## src/pkg/stepper_pkg.sv

```systemverilog
// constants shared by the step/direction microstep sequencer
// How it works
// - only rising step edges advance the sequence
// - step and direction synchronised before use
// - 1024-position sine table from 512 half-wave entries, four fullsteps per revolution
// - direction low adds width, high subtracts it
// - width doubles per setting, one to 256
// - coarser setting snaps to nearest valid position
// - fullstep targets 128, 384, 640, 896 only; interpolation passes the positions between
// - fullstep coil magnitudes equal, about 70.7 percent
// - half step starts at 64, moves 128
// - quarter step starts at 32, moves 64
// - interval split into equal interpolated microsteps
// - overlong step interval declares standstill
// - standby reduction only when pin selects it
// - standstill flag cleared by next step
// - new rate after one interval, leftovers abandoned
// - zero marker at coil A positive crossing
// - pointer wraps modulo 1024
`default_nettype none
package stepper_pkg;
   localparam int TABLE_SIZE = 1024;
   localparam int PTR_W = 10;
   localparam int HALF_WAVE = 512;
   localparam int QUARTER_WAVE = 256;
   localparam int AMPLITUDE = 255;
   localparam int MAG_W = 8;
   localparam int COIL_W = 9;
   localparam int RES_W = 4;
   localparam logic [3:0] MAX_RES = 4'h8;
   localparam int STANDSTILL_CYCLES = 1048576;
   localparam logic [PTR_W-1:0] ZERO_POINT = 10'h000;
   localparam logic [PTR_W-1:0] POINTER_RESET = 10'h000;
   localparam logic [3:0] RES_RESET = 4'h0;
   // register byte offsets
   localparam logic [7:0] CONTROL_OFFSET = 8'h00;
   localparam logic [7:0] STATUS_OFFSET = 8'h04;
   localparam logic [7:0] INTERVAL_OFFSET = 8'h08;
   localparam logic [7:0] EVENT_OFFSET = 8'h0c;
   localparam logic [7:0] MASK_OFFSET = 8'h10;
   // field positions
   localparam int STATUS_STANDSTILL_BIT = 16;
   localparam int STATUS_DIRECTION_BIT = 17;
   localparam int STATUS_STANDBY_BIT = 18;
   localparam int EVENT_STANDSTILL_BIT = 0;
   localparam int EVENT_ZERO_BIT = 1;
   localparam int EVENT_STEP_BIT = 2;
   localparam int EVENT_W = 3;
   localparam logic [EVENT_W-1:0] MASK_RESET = 3'h0;
   localparam logic [1:0] RESP_OKAY = 2'h0;
   localparam logic [1:0] RESP_SLVERR = 2'h2;
endpackage : stepper_pkg
`default_nettype wire

```

## src/logic/step_input_sync.sv

```systemverilog
// synchroniser and rising-edge detector for the step and direction pins
`timescale 1ns/1ps
`default_nettype none
module step_input_sync (
   input wire logic clock,
   input wire logic reset,
   input wire logic step_input,
   input wire logic direction_input,
   output logic step_rise,
   output logic direction
);
   logic step_meta, step_sync, step_prev;
   logic dir_meta;

   // first stage feeds only the second stage
   always_ff @(posedge clock) begin
      if (reset) begin
         step_meta <= 1'b0;
         step_sync <= 1'b0;
         step_prev <= 1'b0;
         dir_meta <= 1'b0;
         direction <= 1'b0;
      end else begin
         step_meta <= step_input;
         step_sync <= step_meta;
         step_prev <= step_sync;
         dir_meta <= direction_input;
         direction <= dir_meta;
      end
   end

   assign step_rise = step_sync & ~step_prev;
endmodule : step_input_sync
`default_nettype wire

```

## src/logic/sine_table.sv

```systemverilog
// 1024-position sine lookup giving both coil currents
`timescale 1ns/1ps
`default_nettype none
module sine_table (
   input wire logic clock,
   input wire logic reset,
   input wire logic [stepper_pkg::PTR_W-1:0] pointer,
   output logic signed [stepper_pkg::COIL_W-1:0] coil_a_current,
   output logic signed [stepper_pkg::COIL_W-1:0] coil_b_current
);
   import stepper_pkg::*;

   logic [MAG_W-1:0] half_wave [HALF_WAVE];

   // integer sine approximation, exact at 0, 90 and 180 degrees
   function automatic int sine_mag(input int p);
      int u;
      u = p * (HALF_WAVE - p);
      return (AMPLITUDE * 16 * u) / (5 * HALF_WAVE * HALF_WAVE - 4 * u);
   endfunction : sine_mag

   function automatic logic signed [COIL_W-1:0] lookup(input logic [PTR_W-1:0] idx);
      logic [COIL_W-1:0] mag;
      mag = {1'b0, half_wave[idx[PTR_W-2:0]]};
      return idx[PTR_W-1] ? -$signed(mag) : $signed(mag);
   endfunction : lookup

   for (genvar i = 0; i < HALF_WAVE; i++) begin : g_wave
      assign half_wave[i] = MAG_W'(sine_mag(i));
   end

   // coil b leads by a quarter wave; 128 gives equal 70.7 percent on both
   always_ff @(posedge clock) begin
      if (reset) begin
         coil_a_current <= '0;
         coil_b_current <= '0;
      end else begin
         coil_a_current <= lookup(pointer);
         coil_b_current <= lookup(pointer + PTR_W'(QUARTER_WAVE));
      end
   end
endmodule : sine_table
`default_nettype wire

```

## src/logic/microstep_sequencer.sv

```systemverilog
// step/direction microstep sequencer with interpolator and register slave
//
// Local design decisions: the AXI4-Lite register port and the placing of the registers.
`timescale 1ns/1ps
`default_nettype none
module microstep_sequencer #(
   parameter int STANDSTILL_LIMIT = stepper_pkg::STANDSTILL_CYCLES,
   parameter int ADDR_W = 8
) (
   input wire logic clock,
   input wire logic reset,
   input wire logic step_input,
   input wire logic direction_input,
   input wire logic power_down_select,
   input wire logic [ADDR_W-1:0] s_axi_awaddr,
   input wire logic s_axi_awvalid,
   output logic s_axi_awready,
   input wire logic [31:0] s_axi_wdata,
   input wire logic [3:0] s_axi_wstrb,
   input wire logic s_axi_wvalid,
   output logic s_axi_wready,
   output logic [1:0] s_axi_bresp,
   output logic s_axi_bvalid,
   input wire logic s_axi_bready,
   input wire logic [ADDR_W-1:0] s_axi_araddr,
   input wire logic s_axi_arvalid,
   output logic s_axi_arready,
   output logic [31:0] s_axi_rdata,
   output logic [1:0] s_axi_rresp,
   output logic s_axi_rvalid,
   input wire logic s_axi_rready,
   output logic signed [stepper_pkg::COIL_W-1:0] coil_a_current,
   output logic signed [stepper_pkg::COIL_W-1:0] coil_b_current,
   output logic [stepper_pkg::PTR_W-1:0] microstep_pointer,
   output logic electrical_zero_marker,
   output logic standstill_flag,
   output logic standby_reduction,
   output logic interrupt
);
   import stepper_pkg::*;

   localparam int CNT_W = $clog2(STANDSTILL_LIMIT) + 1;
   localparam logic [CNT_W-1:0] CNT_LIMIT = CNT_W'(STANDSTILL_LIMIT);

   // clamps the setting; codes above fullstep behave as fullstep
   function automatic logic [3:0] clamp_res(input logic [RES_W-1:0] code);
      return (code > MAX_RES) ? MAX_RES : code;
   endfunction : clamp_res

   function automatic logic [PTR_W-1:0] width_of(input logic [RES_W-1:0] code);
      return PTR_W'(10'h001 << clamp_res(code));
   endfunction : width_of

   // nearest grid point k*w + w/2; finest setting keeps every position
   function automatic logic [PTR_W-1:0] snap(input logic [PTR_W-1:0] pos,
                                             input logic [RES_W-1:0] code);
      logic [PTR_W-1:0] w;
      w = width_of(code);
      if (w == 10'h001) begin
         return pos;
      end
      return (pos & ~(w - 10'h001)) | (w >> 1);
   endfunction : snap

   logic step_event;
   logic dir_level;

   step_input_sync u_sync (
      .clock(clock),
      .reset(reset),
      .step_input(step_input),
      .direction_input(direction_input),
      .step_rise(step_event),
      .direction(dir_level)
   );

   sine_table u_table (
      .clock(clock),
      .reset(reset),
      .pointer(microstep_pointer),
      .coil_a_current(coil_a_current),
      .coil_b_current(coil_b_current)
   );

   // ---------------- register state ----------------
   logic [RES_W-1:0] resolution;
   logic [RES_W-1:0] applied_res;
   logic [EVENT_W-1:0] event_status;
   logic [EVENT_W-1:0] event_mask;
   logic [EVENT_W-1:0] event_set;
   logic event_clear;

   // ---------------- interval measurement ----------------
   logic [CNT_W-1:0] interval_count;
   logic [CNT_W-1:0] last_interval;
   logic standstill_now;

   assign standstill_now = (interval_count == CNT_LIMIT - CNT_W'(1)) && !step_event;

   always_ff @(posedge clock) begin
      if (reset) begin
         interval_count <= '0;
      end else if (step_event) begin
         interval_count <= '0;
      end else if (interval_count != CNT_LIMIT) begin
         interval_count <= interval_count + CNT_W'(1);
      end
   end

   always_ff @(posedge clock) begin
      if (reset) begin
         standstill_flag <= 1'b0;
      end else if (step_event) begin
         standstill_flag <= 1'b0;
      end else if (standstill_now) begin
         standstill_flag <= 1'b1;
      end
   end

   // a zero interval marks no usable rate: the next step jumps straight over
   always_ff @(posedge clock) begin
      if (reset) begin
         last_interval <= '0;
      end else if (step_event) begin
         last_interval <= standstill_flag ? '0 : interval_count + CNT_W'(1);
      end
   end

   always_ff @(posedge clock) begin
      if (reset) begin
         standby_reduction <= 1'b0;
      end else begin
         standby_reduction <= standstill_flag & power_down_select;
      end
   end

   // ---------------- interpolator ----------------
   logic [PTR_W-1:0] target;
   logic [PTR_W-1:0] next_target;
   logic [PTR_W-1:0] base;
   logic moving_down;
   logic res_change;
   logic [CNT_W-1:0] period;
   logic [CNT_W-1:0] tick_count;
   logic tick;

   assign res_change = (resolution != applied_res);
   assign base = res_change ? snap(target, resolution) : target;
   assign next_target = dir_level ? base - width_of(resolution)
                                  : base + width_of(resolution);
   // microstep spacing is the previous interval over the step width
   assign period = last_interval >> clamp_res(resolution);
   assign tick = (microstep_pointer != target) &&
                 ((period <= CNT_W'(1)) || (tick_count + CNT_W'(1) >= period));

   always_ff @(posedge clock) begin
      if (reset) begin
         applied_res <= RES_RESET;
      end else begin
         applied_res <= resolution;
      end
   end

   always_ff @(posedge clock) begin
      if (reset) begin
         tick_count <= '0;
      end else if (step_event || tick) begin
         tick_count <= '0;
      end else if (microstep_pointer != target) begin
         tick_count <= tick_count + CNT_W'(1);
      end
   end

   // unemitted microsteps are dropped at a new step, giving an angle jump
   always_ff @(posedge clock) begin
      if (reset) begin
         target <= POINTER_RESET;
         microstep_pointer <= POINTER_RESET;
         moving_down <= 1'b0;
      end else if (step_event) begin
         target <= next_target;
         moving_down <= dir_level;
         if (last_interval == '0 || standstill_flag) begin
            microstep_pointer <= next_target;
         end else begin
            microstep_pointer <= base;
         end
      end else if (res_change) begin
         target <= base;
         microstep_pointer <= base;
      end else if (tick) begin
         microstep_pointer <= moving_down ? microstep_pointer - PTR_W'(1)
                                          : microstep_pointer + PTR_W'(1);
      end
   end

   always_ff @(posedge clock) begin
      if (reset) begin
         electrical_zero_marker <= 1'b0;
      end else begin
         electrical_zero_marker <= (microstep_pointer == ZERO_POINT);
      end
   end

   // ---------------- events and interrupt ----------------
   logic zero_seen;

   always_ff @(posedge clock) begin
      if (reset) begin
         zero_seen <= 1'b0;
      end else begin
         zero_seen <= electrical_zero_marker;
      end
   end

   always_comb begin
      event_set = '0;
      event_set[EVENT_STANDSTILL_BIT] = standstill_now;
      event_set[EVENT_ZERO_BIT] = electrical_zero_marker & ~zero_seen;
      event_set[EVENT_STEP_BIT] = step_event;
   end

   // a new event in the clearing cycle survives the read
   always_ff @(posedge clock) begin
      if (reset) begin
         event_status <= '0;
      end else begin
         event_status <= (event_clear ? '0 : event_status) | event_set;
      end
   end

   assign interrupt = |(event_status & event_mask);

   // ---------------- AXI4-Lite write ----------------
   logic aw_held;
   logic w_held;
   logic [ADDR_W-1:0] aw_addr;
   logic [31:0] w_data;
   logic [3:0] w_strb;
   logic write_fire;

   assign s_axi_awready = !aw_held && !s_axi_bvalid;
   assign s_axi_wready = !w_held && !s_axi_bvalid;
   assign write_fire = aw_held && w_held && !s_axi_bvalid;

   always_ff @(posedge clock) begin
      if (reset) begin
         aw_held <= 1'b0;
         aw_addr <= '0;
      end else if (s_axi_awvalid && s_axi_awready) begin
         aw_held <= 1'b1;
         aw_addr <= s_axi_awaddr;
      end else if (write_fire) begin
         aw_held <= 1'b0;
      end
   end

   always_ff @(posedge clock) begin
      if (reset) begin
         w_held <= 1'b0;
         w_data <= '0;
         w_strb <= '0;
      end else if (s_axi_wvalid && s_axi_wready) begin
         w_held <= 1'b1;
         w_data <= s_axi_wdata;
         w_strb <= s_axi_wstrb;
      end else if (write_fire) begin
         w_held <= 1'b0;
      end
   end

   logic write_ok;

   always_comb begin
      if (aw_addr == ADDR_W'(CONTROL_OFFSET)) begin
         write_ok = 1'b1;
      end else if (aw_addr == ADDR_W'(MASK_OFFSET)) begin
         write_ok = 1'b1;
      end else if (aw_addr == ADDR_W'(STATUS_OFFSET) || aw_addr == ADDR_W'(INTERVAL_OFFSET) ||
                   aw_addr == ADDR_W'(EVENT_OFFSET)) begin
         write_ok = 1'b1;
      end else begin
         write_ok = 1'b0;
      end
   end

   always_ff @(posedge clock) begin
      if (reset) begin
         resolution <= RES_RESET;
      end else if (write_fire && w_strb[0] && aw_addr == ADDR_W'(CONTROL_OFFSET)) begin
         resolution <= w_data[RES_W-1:0];
      end
   end

   always_ff @(posedge clock) begin
      if (reset) begin
         event_mask <= MASK_RESET;
      end else if (write_fire && w_strb[0] && aw_addr == ADDR_W'(MASK_OFFSET)) begin
         event_mask <= w_data[EVENT_W-1:0];
      end
   end

   always_ff @(posedge clock) begin
      if (reset) begin
         s_axi_bvalid <= 1'b0;
         s_axi_bresp <= RESP_OKAY;
      end else if (write_fire) begin
         s_axi_bvalid <= 1'b1;
         s_axi_bresp <= write_ok ? RESP_OKAY : RESP_SLVERR;
      end else if (s_axi_bready) begin
         s_axi_bvalid <= 1'b0;
      end
   end

   // ---------------- AXI4-Lite read ----------------
   logic [31:0] read_word;
   logic read_ok;

   always_comb begin
      read_word = '0;
      read_ok = 1'b1;
      if (s_axi_araddr == ADDR_W'(CONTROL_OFFSET)) begin
         read_word[RES_W-1:0] = resolution;
      end else if (s_axi_araddr == ADDR_W'(STATUS_OFFSET)) begin
         read_word[PTR_W-1:0] = microstep_pointer;
         read_word[STATUS_STANDSTILL_BIT] = standstill_flag;
         read_word[STATUS_DIRECTION_BIT] = dir_level;
         read_word[STATUS_STANDBY_BIT] = standby_reduction;
      end else if (s_axi_araddr == ADDR_W'(INTERVAL_OFFSET)) begin
         read_word[CNT_W-1:0] = last_interval;
      end else if (s_axi_araddr == ADDR_W'(EVENT_OFFSET)) begin
         read_word[EVENT_W-1:0] = event_status;
      end else if (s_axi_araddr == ADDR_W'(MASK_OFFSET)) begin
         read_word[EVENT_W-1:0] = event_mask;
      end else begin
         read_ok = 1'b0;
      end
   end

   assign s_axi_arready = !s_axi_rvalid;
   assign event_clear = s_axi_arvalid && s_axi_arready &&
                        (s_axi_araddr == ADDR_W'(EVENT_OFFSET));

   always_ff @(posedge clock) begin
      if (reset) begin
         s_axi_rvalid <= 1'b0;
         s_axi_rdata <= '0;
         s_axi_rresp <= RESP_OKAY;
      end else if (s_axi_arvalid && s_axi_arready) begin
         s_axi_rvalid <= 1'b1;
         s_axi_rdata <= read_word;
         s_axi_rresp <= read_ok ? RESP_OKAY : RESP_SLVERR;
      end else if (s_axi_rready) begin
         s_axi_rvalid <= 1'b0;
      end
   end
endmodule : microstep_sequencer
`default_nettype wire

```

## config.mk

```make
export PLATFORM = sky130hd
export DESIGN_NAME = microstep_sequencer
export DESIGN_NICKNAME = d
export VERILOG_FILES = /design/src/pkg/stepper_pkg.sv /design/src/logic/step_input_sync.sv /design/src/logic/sine_table.sv /design/src/logic/microstep_sequencer.sv
export SDC_FILE = /design/constraint.sdc
export NUM_CORES = 1
export LEC_CHECK = 0
export ABC_AREA = 1
export BUFFER_PORTS_ARGS = -buffer_cell sky130_fd_sc_hd__buf_4
export CAP_MARGIN = 20
export CORE_UTILIZATION = 35
export DETAILED_ROUTE_END_ITERATION = 7
export PLACE_DENSITY = 0.5
export SLEW_MARGIN = 5
export SYNTH_ARGS = -nofsm -noshare
export SYNTH_HDL_FRONTEND = slang
export SYNTH_SLANG_ARGS = --single-unit
```

## constraint.sdc

```tcl
create_clock -name clock -period 5.3 [get_ports clock]
set_clock_uncertainty 0.2 [all_clocks]
set_input_delay 1.06 -clock clock [delete_from_list [all_inputs] [get_ports clock]]
set_output_delay 1.06 -clock clock [all_outputs]
set_load 0.05 [all_outputs]
```

==> results by group, run 1 <==
GRT
  • Gr ovfl total: 0
  • Largest net degree at the start of global routing: 53
  • First-pass GRT wire length: 71900 µm
  • Vias in the first global route: 12906
  • Initial antenna violation count: 0
  • All-Layer GR Usage: 25.1%

Clock network
  • Hold buffers post-CTS: 0
  • Clock Sinks: 165
  • Clk slew on worst S/H paths: 80 ps
  • Clock Root Buffer: clkbuf_16
  • Setup Buffers After CTS: 0
  • Max clock buf depth: 2
  • Post-CTS sizing: 0
  • CTS tree: yes
  • H-tree levels: 4
  • Worst-skew pair later-pin latency: 440 ps
  • Total CTS buffers: 17

Die
  • Chip width: 192 µm
  • Core area: 0.0356 mm²
  • Std cell rows: 69
  • Die ar.: 0.0369 mm²
  • Initial Util: 35.6%
  • Die Height: 192 µm
  • # IOs: 135

STA
  • Final slew viol count: 0
  • Final setup vio count: 0
  • Tcrit/Tclk final: 83.1%
  • RSZ-0062 raised after global routing: false
  • Final WS setup: 895 ps
  • Fin. Hold Viols: 0
  • Tmin final: 4410 ps
  • Fin Setup TNS: 0 ps
  • Worst-Margin Slew: 1110 ps
  • Hold slack: 205 ps
  • FMAX: 227 MHz
  • Slew margin rel.: 25.6%

Finish
  • Nets@finish: 2273
  • Layout cells sized above 1: 7.77%
  • Layout fillers: 3939
  • Non-filler cells, final: 2623
  • Area growth syn-to-layout: 12.4%
  • Inserted Diodes: 0

Setup path
  • CP Class: flip-flop to flip-flop
  • Critical path peak fanout: 24
  • Worst EP arrival: 4540 ps
  • Startpoint class of the critical path: flip-flop
  • Crit end category: flip-flop
  • CP required: 5440 ps
  • Reg2reg path depth: 19

Synth
  • Most frequent cell after synthesis: nand2_1
  • Synthesis Warnings: 0
  • Largest cells by area after synthesis: dfxtp_1 (26%), nand2_1 (18%), nand3_1 (8.3%), nor2_1 (7.7%), ha_1 (5.9%)
  • Syn Area/Cell: 6.02 µm²
  • Area share of the leading cell type in the synthesized netlist: 26.1%
  • Seq/Total Area, Yosys: 26.1%
  • Synthesized instance count: 2103
  • Yosys cell types: 52
  • Async S/R FF share, synth: 0%
  • Commonest cells in the netlist: nand2_1 (605), nor2_1 (260), nand3_1 (211), inv_1 (188), dfxtp_1 (165)
  • Largest area contributor in the netlist: dfxtp_1
  • Post-Syn Area: 0.0127 mm²
  • Dominant synthesized flop cell: dfxtp_1
  • Post-synth EDFFs: 0
  • Yosys reg bits: 165

Power
  • Sequential fraction of design power: 24.8%
  • Clock power share: 21.3%
  • Pwr/cell area: 415 mW/mm²
  • Peak VDD IR: 0.000417 V
  • Internal power: 2.96 mW
  • Logic gate share of total power: 54.0%
  • Sw Share: 49.9%
  • P_sw: 2.94 mW
  • LEAKAGE: 6.83 nW

Drt
  • Post-route DRC violation count: 0
  • Drt first pass iters: 6
  • Via/cell ratio: 5.31
  • Initial DRC Count: 1291
  • Vias: 13922
  • Detailed Route WL: 45600 µm
  • Post-DR wirelength/cell: 17.4 µm
  • Antenna Violating Nets Remaining: 0

Status
  • Outcome: complete, no violations

Placed design
  • Placed cell count: 2591
  • Dpl hpwl: 34200 µm
  • Pre-CTS WS: 880 ps
  • Routability cong.: 0.964
  • PortBufs: 90

Min path
  • WHS Path Cells: 2
  • HP Class: flip-flop to flip-flop

Run
  • MaxCap Viol Count: 0
-- power groups by stage --
stage	registers, mW	clock network [mW]	logic [mW]
floorplan	1.75	0	1.96
global placement	1.49	0	3.13
detailed placement	1.49	0	3.13
CTS	1.46	1.29	3.14
global route	1.47	1.34	3.54
finish	1.46	1.26	3.18
-- metrics by stage --
step	util (%)	total power, mW	cell area [µm²]
3_3_place_gp	38.3	4.62	13600
4_1_cts	40.0	5.89	14200
2_1_floorplan	-	3.71	12700
3_5_place_dp	38.3	4.62	13600
6_report	40.0	5.90	14200
5_1_grt	40.0	6.35	14200
-- cell families (layout without fill, tap and decap cells) --
| group | Yosys count | count (layout) | share of synthesized area, % |
|---|---|---|---|
| DFF | 165 | 165 | 26.1 |
| muxes | 1 | 1 | 0.0791 |
| buffers and inverters | 303 | 350 | 10.1 |
| xor gates and xnor gates | 59 | 59 | 4.08 |
| adders and majority gates | 62 | 62 | 6.25 |
| and+or+nand+nor | 1160 | 1160 | 38.1 |
| other | 1 | 13 | 0.0296 |
| AOI/OAI and AO/OA | 352 | 352 | 15.2 |
-- critical path, stage by stage, from the launching register on --
cell and delay (ps):
dfxtp_1 930, inv_1 340, nand2_1 200, inv_1 150, nand2_1 120, nand2_1 90, nor3_1 320, nor2_1 60
o21ai_0 150, ha_1 360, a21oi_1 240, o21ai_0 140, a21o_1 200, nand3_1 70, nand2_1 60, xor2_1 150
o21ai_0 180, nand2_1 120, a21oi_1 150, nor2_1 60
-- sequential cells by signal, summed over array words and instances, names as in the netlist, 8 cells and up --
register and flops:
microstep_pointer 10, u_table.coil_b_current 9, s_axi_rdata 21, target 10, tick_count 21, interval_count 21
last_interval 21, u_table.coil_a_current 9, aw_addr 8
-- path summary, 6_finish.rpt --
path / slack, ps / end / from
setup / recovery: 890 / microstep_pointer[7] / resolution[1]
hold / removal: 210 / u_sync.direction / u_sync.dir_meta
setup reg to reg: 890 / microstep_pointer[7] / resolution[1]
hold reg to reg: 210 / u_sync.direction / u_sync.dir_meta
-- cell type report --
| type | instances | area (µm²) | share of cell area, % |
|---|---|---|---|
| multi-input combinational | 1647 | 8120 | 57.1 |
| sequential | 165 | 3300 | 23.2 |
| timing repair buffer | 120 | 901 | 6.33 |
| inverter | 198 | 743 | 5.22 |
| tap | 461 | 577 | 4.05 |
| clock buffer | 17 | 425 | 2.99 |
| clock inverter | 15 | 159 | 1.12 |
-- cells in the final DEF, fill, tap and decap left out, types with 2 or more instances in the layout --
cell / count
nand2_1: 605
o22ai_1: 23
or2_2: 3
xnor2_1: 17
o21a_1: 2
a21oi_1: 142
nand3_1: 211
xor2_1: 42
a22oi_1: 2
ha_1: 60
o21ai_0: 130
fa_1: 2
inv_1: 188
o221ai_1: 2
dfxtp_1: 165
nand2_2: 4
a211oi_1: 3
o21ai_1: 3
nor3b_1: 2
o21bai_1: 4
nand3b_1: 4
buf_4: 120
clkinv_1: 6
nor4_1: 6
a21boi_0: 2
nor2_1: 260
conb_1: 13
inv_6: 6
o211ai_1: 17
nor3_1: 21
nand4_1: 38
o2111ai_1: 3
clkbuf_16: 17
inv_2: 4
a31oi_1: 9
clkinvlp_4: 3
a21o_1: 3
inv_8: 4
-- per-layer routing --
metal | vias to the layer above | GRT usage [%] | routed length [µm]
met2 | 474 | 39.4 | 20000
li1 | 6965 | - | -
met3 | 71 | 2.92 | 2330
met1 | 6412 | 35.0 | 21900
met4 | 0 | 9.06 | 1370
met5 | - | 0 | 0
Power figures use the tool's default switching activity.
==> run 2, diff against run 1 <==
PLACE_DENSITY = 0.52   (was 0.5)
clock period = 3.6 ns   (was 5.3 ns; I/O delays follow)
==> run 2 against run 1 <==
  * The flow now finishes with violations (setup timing)
  * Wire length up 5.7%
  * Combinational power increased by 67%
  * Critical path type unchanged
  * Via count up 3.5%
  * Register-to-register slack worse by 1000 ps
  * Sequential share of layout area down 2.0 points
  * Highest routed layer unchanged
  * Worst hold slack got worse by 0.73 ps
  * Non-clock buffer count is 107 higher
  * Design area rose by 9.7%
  * Sequential cell count unchanged
  * Largest cell class unchanged
  * First-iteration DRC count down 2.7%
==> results by group, run 2 (same netlist as run 1, synthesis figures left out) <==
Status
  • Outcome: finished with violations
  • Failing checks: setup timing

Power
  • LEAKAGE: 7.48 nW
  • Peak VDD IR: 0.000450 V
  • Sequential fraction of design power: 23.2%
  • Pwr Total: 9.43 mW
  • P_sw: 4.46 mW
  • Sw Share: 47.3%
  • Clock power share: 20.5%
  • Pwr/cell area: 605 mW/mm²
  • Internal power: 4.97 mW
  • Logic gate share of total power: 56.3%

Die
  • Initial Util: 35.6%
  • Die ar.: 0.0369 mm²
  • Core area: 0.0356 mm²
  • Std cell rows: 69
  • Die Height: 192 µm
  • Chip width: 192 µm
  • # IOs: 135

Clock network
  • CTS tree: yes
  • Worst-skew pair later-pin latency: 440 ps
  • Clock Root Buffer: clkbuf_16
  • Clock Sinks: 165
  • Clk slew on worst S/H paths: 70 ps
  • Total CTS buffers: 17
  • Max clock buf depth: 2
  • H-tree levels: 4
  • Hold buffers post-CTS: 0

Placed design
  • Dpl hpwl: 36300 µm
  • PortBufs: 90
  • Routability cong.: 0.954
  • Pre-CTS WS: -233 ps

Setup path
  • Startpoint class of the critical path: flip-flop
  • Reg2reg end: microstep_pointer[2]
  • Crit path buffers/inverters: 2
  • CP max stage cell: dfxtp_4
  • CP required: 3740 ps
  • Worst EP arrival: 3870 ps
  • R2r startpoint: tick_count[1]
  • Critical path peak fanout: 5
  • CP startpoint: tick_count[1]
  • Worst setup path endpoint: microstep_pointer[2]
  • CP top delay family: simple AND/OR/NAND/NOR gates
  • Crit-path cells: ha_4 -> nand3_4 -> nor2_4 -> nand4_1 -> nor3_2 -> nand2_1 -> nor3_2 -> nand3_1 -> xor2_1 -> inv_1 -> ha_4 -> nand2_4 -> nor2_4 -> nand2_2 -> nor4_2 -> o21ai_1 -> nand4_1 -> o21bai_4 -> nand2_4 -> buf_6 -> a21oi_1 -> nor2_1
  • Reg2reg setup slack: -130 ps
  • Instance count on the critical path: 22
  • Crit end category: flip-flop
  • Largest stage delay on the critical path: 380 ps
  • CP Class: flip-flop to flip-flop
  • Reg2reg path depth: 22

STA
  • Tcrit/Tclk final: 104%
  • Final slew viol count: 0
  • Tmin final: 3730 ps
  • Final setup vio count: 31
  • Fin. Hold Viols: 0
  • Hold slack: 204 ps
  • Final WS setup: -130 ps
  • Worst-Margin Slew: 1110 ps
  • Fin Setup TNS: -3190 ps
  • RSZ-0062 raised after global routing: true
  • Slew margin rel.: 25.9%
  • FMAX: 268 MHz

Drt
  • Vias: 14416
  • Antenna Violating Nets Remaining: 0
  • Post-DR wirelength/cell: 17.7 µm
  • Post-route DRC violation count: 0
  • Via/cell ratio: 5.28
  • Drt first pass iters: 5
  • Detailed Route WL: 48200 µm
  • Initial DRC Count: 1256

Finish
  • Commonest non-fill, non-tap cell in the layout: nand2_1
  • Layout fillers: 3844
  • Area growth syn-to-layout: 23.3%
  • Most frequent cells in the layout: nand2_1 (600), nor2_1 (240), buf_4 (212)
  • Inserted Diodes: 0
  • Layout cells sized above 1: 14.9%
  • Nets@finish: 2380

GRT
  • Gr ovfl total: 0
  • All-Layer GR Usage: 25.9%
  • Initial antenna violation count: 0
  • Vias in the first global route: 13611
  • First-pass GRT wire length: 74400 µm
  • Largest net degree at the start of global routing: 40

Min path
  • HP Class: flip-flop to flip-flop

Run
  • MaxCap Viol Count: 0
[run 2: per-stage QoR]
stage	util (%)	cell area [µm²]	std cells
floorplan	-	12700	2115
global placement	40.6	14400	2684
detailed placement	40.6	14400	2684
CTS	42.4	15100	2717
global route	43.9	15600	2729
finish	43.9	15600	2729
[run 2: power by group through the flow]
stage	registers (mW)	clock network, mW	logic [mW]
2_1_floorplan	2.58	0	2.88
3_3_place_gp	2.21	0	4.82
3_5_place_dp	2.21	0	4.83
4_1_cts	2.17	1.97	4.87
5_1_grt	2.21	2.05	5.82
6_report	2.19	1.94	5.31
[run 2: worst min-delay path by stage]
stage	start	end	slack, ps	cells after the start
2_1_floorplan	u_sync.dir_meta	u_sync.direction	190	2
3_3_place_gp	u_sync.step_meta	u_sync.step_sync	200	2
3_5_place_dp	u_sync.step_meta	u_sync.step_sync	200	2
4_1_cts	u_sync.step_meta	u_sync.step_sync	210	2
5_1_grt	u_sync.step_meta	u_sync.step_sync	230	2
6_report	u_sync.step_meta	u_sync.step_sync	200	2
[run 2: timing repair]
action,CTS,global route
buffers inserted,2,6
gates resized for setup,15,82
endpoints found under the hold margin,0,0
cloned,0,6
setup endpoints to repair,31,34
pin swaps,0,28
[run 2: worst min-delay path, delay by kind of cell (launching register included)]
| kind | cells | cell delay [ps] |
|---|---|---|
| flip-flops | 1 | 300 |
| buffers and inverters | 1 | 40 |
| AND/OR/NAND/NOR | 1 | 30 |
[run 2: layer usage]
layer / track usage (%) / wire (µm) / vias up
met5: 0 / 0 / -
met4: 8.99 / 1230 / 0
met3: 3.23 / 2810 / 69
met2: 41.2 / 21700 / 489
met1: 35.9 / 22500 / 6676
li1: - / - / 7182
[run 2: layout make-up]
| type | count | area, µm² | share of cell area (%) |
|---|---|---|---|
| Clock buffer | 22 | 454 | 2.91 |
| Tap cell | 461 | 577 | 3.70 |
| Sequential cell | 165 | 3320 | 21.3 |
| Clock inverter | 9 | 153 | 0.978 |
| Multi-Input combinational cell | 1647 | 8480 | 54.4 |
| Inverter | 198 | 743 | 4.76 |
| Timing Repair Buffer | 227 | 1880 | 12.0 |
==> run 3, diff against run 2 <==
PLACE_DENSITY = unset   (was 0.52)
clock period = 4.6 ns   (was 3.6 ns; I/O delays follow)
==> run 3 against run 2 <==
  * The run now ends clean
  * Wire length is 6.8% lower
  * Combinational power is 30% lower
  * Critical path depth is 1 lower
  * Highest routed layer unchanged
  * Sequential share of layout area increased by 1.8 points
==> results by group, run 3 (same netlist as run 1, synthesis figures left out) <==
Drt
  • Top routing layer used: met4
  • Met3 wire len: 3270 µm
  • Wl on met1: 20500 µm
  • Via/cell ratio: 5.39
  • Detailed Route WL: 44900 µm
  • Initial DRC Count: 1311
  • Met2 WL: 19800 µm
  • Vias: 14224
  • Post-route DRC violation count: 0
  • Post-DR wirelength/cell: 17.0 µm
  • Drt first pass iters: 6
  • Antenna Violating Nets Remaining: 0

Setup path
  • Crit end category: flip-flop
  • Reg2reg setup slack: 440 ps
  • CP required: 4750 ps
  • Startpoint class of the critical path: flip-flop
  • Reg2reg path depth: 21
  • Crit-path cells: nand2_2 -> nor2_1 -> nand2_1 -> ha_1 -> xnor2_1 -> nand2_1 -> nand2_1 -> nor2_1 -> nor2_1 -> o21ai_0 -> ha_1 -> a21oi_1 -> o21ai_0 -> a21o_1 -> nand3_1 -> nand2_1 -> xor2_1 -> o21ai_0 -> nand2_1 -> a21oi_1 -> nor2_1
  • CP max stage cell: dfxtp_1
  • CP Class: flip-flop to flip-flop
  • Crit-path most repeated cell: nand2_1
  • Worst EP arrival: 4310 ps
  • Critical path peak fanout: 10
  • Largest stage delay on the critical path: 600 ps

Placed design
  • Placed cell count: 2605
  • DP Area: 0.0137 mm²
  • PortBufs: 90
  • Dpl hpwl: 33700 µm
  • Routability cong.: 0.972

Finish
  • Nets@finish: 2288
  • Layout fillers: 3840
  • Non-filler cells, final: 2638
  • Final Cell Area: 0.0143 mm²
  • Layout cells sized above 1: 8.45%
  • Inserted Diodes: 0
  • Commonest non-fill, non-tap cell in the layout: nand2_1
  • Most frequent cells in the layout: nand2_1 (605), nor2_1 (260), nand3_1 (211)
  • Area used by multi-input combinational logic: 0.00812 mm²
  • Area growth syn-to-layout: 13.3%
  • Register area: 0.00330 mm²

GRT
  • First-pass GRT wire length: 70400 µm
  • Largest net degree at the start of global routing: 40
  • Vias in the first global route: 13106
  • All-Layer GR Usage: 24.3%
  • Gr ovfl total: 0
  • Initial antenna violation count: 0

Die
  • Die ar.: 0.0369 mm²
  • Std cell rows: 69
  • Core area: 0.0356 mm²
  • Die Height: 192 µm
  • Initial Util: 35.6%
  • Chip width: 192 µm
  • # IOs: 135

Clock network
  • H-tree levels: 4
  • Worst-skew pair later-pin latency: 450 ps
  • CTS tree: yes
  • Max clock buf depth: 2
  • Total CTS buffers: 17
  • Clk slew on worst S/H paths: 80 ps
  • Clock Sinks: 165
  • Clock Root Buffer: clkbuf_16
  • Setup Buffers After CTS: 0

Power
  • Pwr Total: 6.82 mW
  • Peak VDD IR: 0.000442 V
  • Pwr/cell area: 476 mW/mm²
  • LEAKAGE: 6.91 nW

STA
  • FMAX: 240 MHz
  • Tcrit/Tclk final: 90.4%
  • Slew margin rel.: 36.9%
  • RSZ-0062 raised after global routing: false
  • Fin Setup TNS: 0 ps
  • Final slew viol count: 0
  • Worst-Margin Slew: 945 ps
  • Tmin final: 4160 ps
  • Fin. Hold Viols: 0
  • Final setup vio count: 0

Status
  • Outcome: complete, no violations

Min path
  • WHS Path Cells: 2
  • HP Class: flip-flop to flip-flop

Run
  • MaxCap Viol Count: 0
[run 3: changes by cell type in the layout (fill, tap and decap cells not counted), moves of 8 or more]
cell | before | now
a21oi_1 | 126 | 142
nor2_1 | 240 | 260
buf_4 | 212 | 134
nor2_2 | 14 | 1
nand3_1 | 203 | 211
a21oi_2 | 16 | 1
[run 3: layout make-up]
cell class	instances	share of cell area [%]
clock inverters	14	0.995
clock buffers	18	3.06
flip-flops and latches	165	23.0
well taps	461	4.02
inverters	198	5.18
repair buffers	135	7.05
multi-input cells	1647	56.6
[run 3: report_power, final]
group | total [mW] | switching, mW | internal [mW] | leakage [nW]
Sequential | 1.68 | 0.107 | 1.57 | 1.34
Combinational | 3.70 | 2.60 | 1.10 | 5.28
Clock | 1.44 | 0.668 | 0.776 | 0.282
[run 3: path summary, 6_finish.rpt]
path	startpoint	to
setup / recovery	resolution[0]	microstep_pointer[7]
hold / removal	u_sync.step_meta	u_sync.step_sync
setup reg to reg	resolution[0]	microstep_pointer[7]
hold reg to reg	u_sync.step_meta	u_sync.step_sync
[run 3: repair_timing]
item / CTS / global route
hold buffers: 0 / 0
hold endpoints to repair: 0 / 0
endpoints found under the setup margin: 0 / 25
gates resized for setup: 0 / 1
[run 3: metal layers]
layer  track usage, %  vias up
met5                0        -
met4             9.57        0
met3             4.57       97
met2             37.9      549
met1             32.7     6565
li1                 -     7013
[run 3: through the flow]
stage | hold WS, ps | worst slack [ps] | util, %
2_1_floorplan | 188 | 1080 | -
3_3_place_gp | 191 | 496 | 38.6
3_5_place_dp | 194 | 390 | 38.6
4_1_cts | 200 | 356 | 40.3
5_1_grt | 204 | 50.0 | 40.3
6_report | 202 | 441 | 40.3
[run 3: worst max-delay path: cells and delay by family (launching register included)]
family                     cells  cell delay, ps
adders and majority gates      2             670
AOI/OAI and AO/OA              6            1070
DFF                            1             600
and+or+nand+nor               11            1170
xor gates and xnor gates       2             360
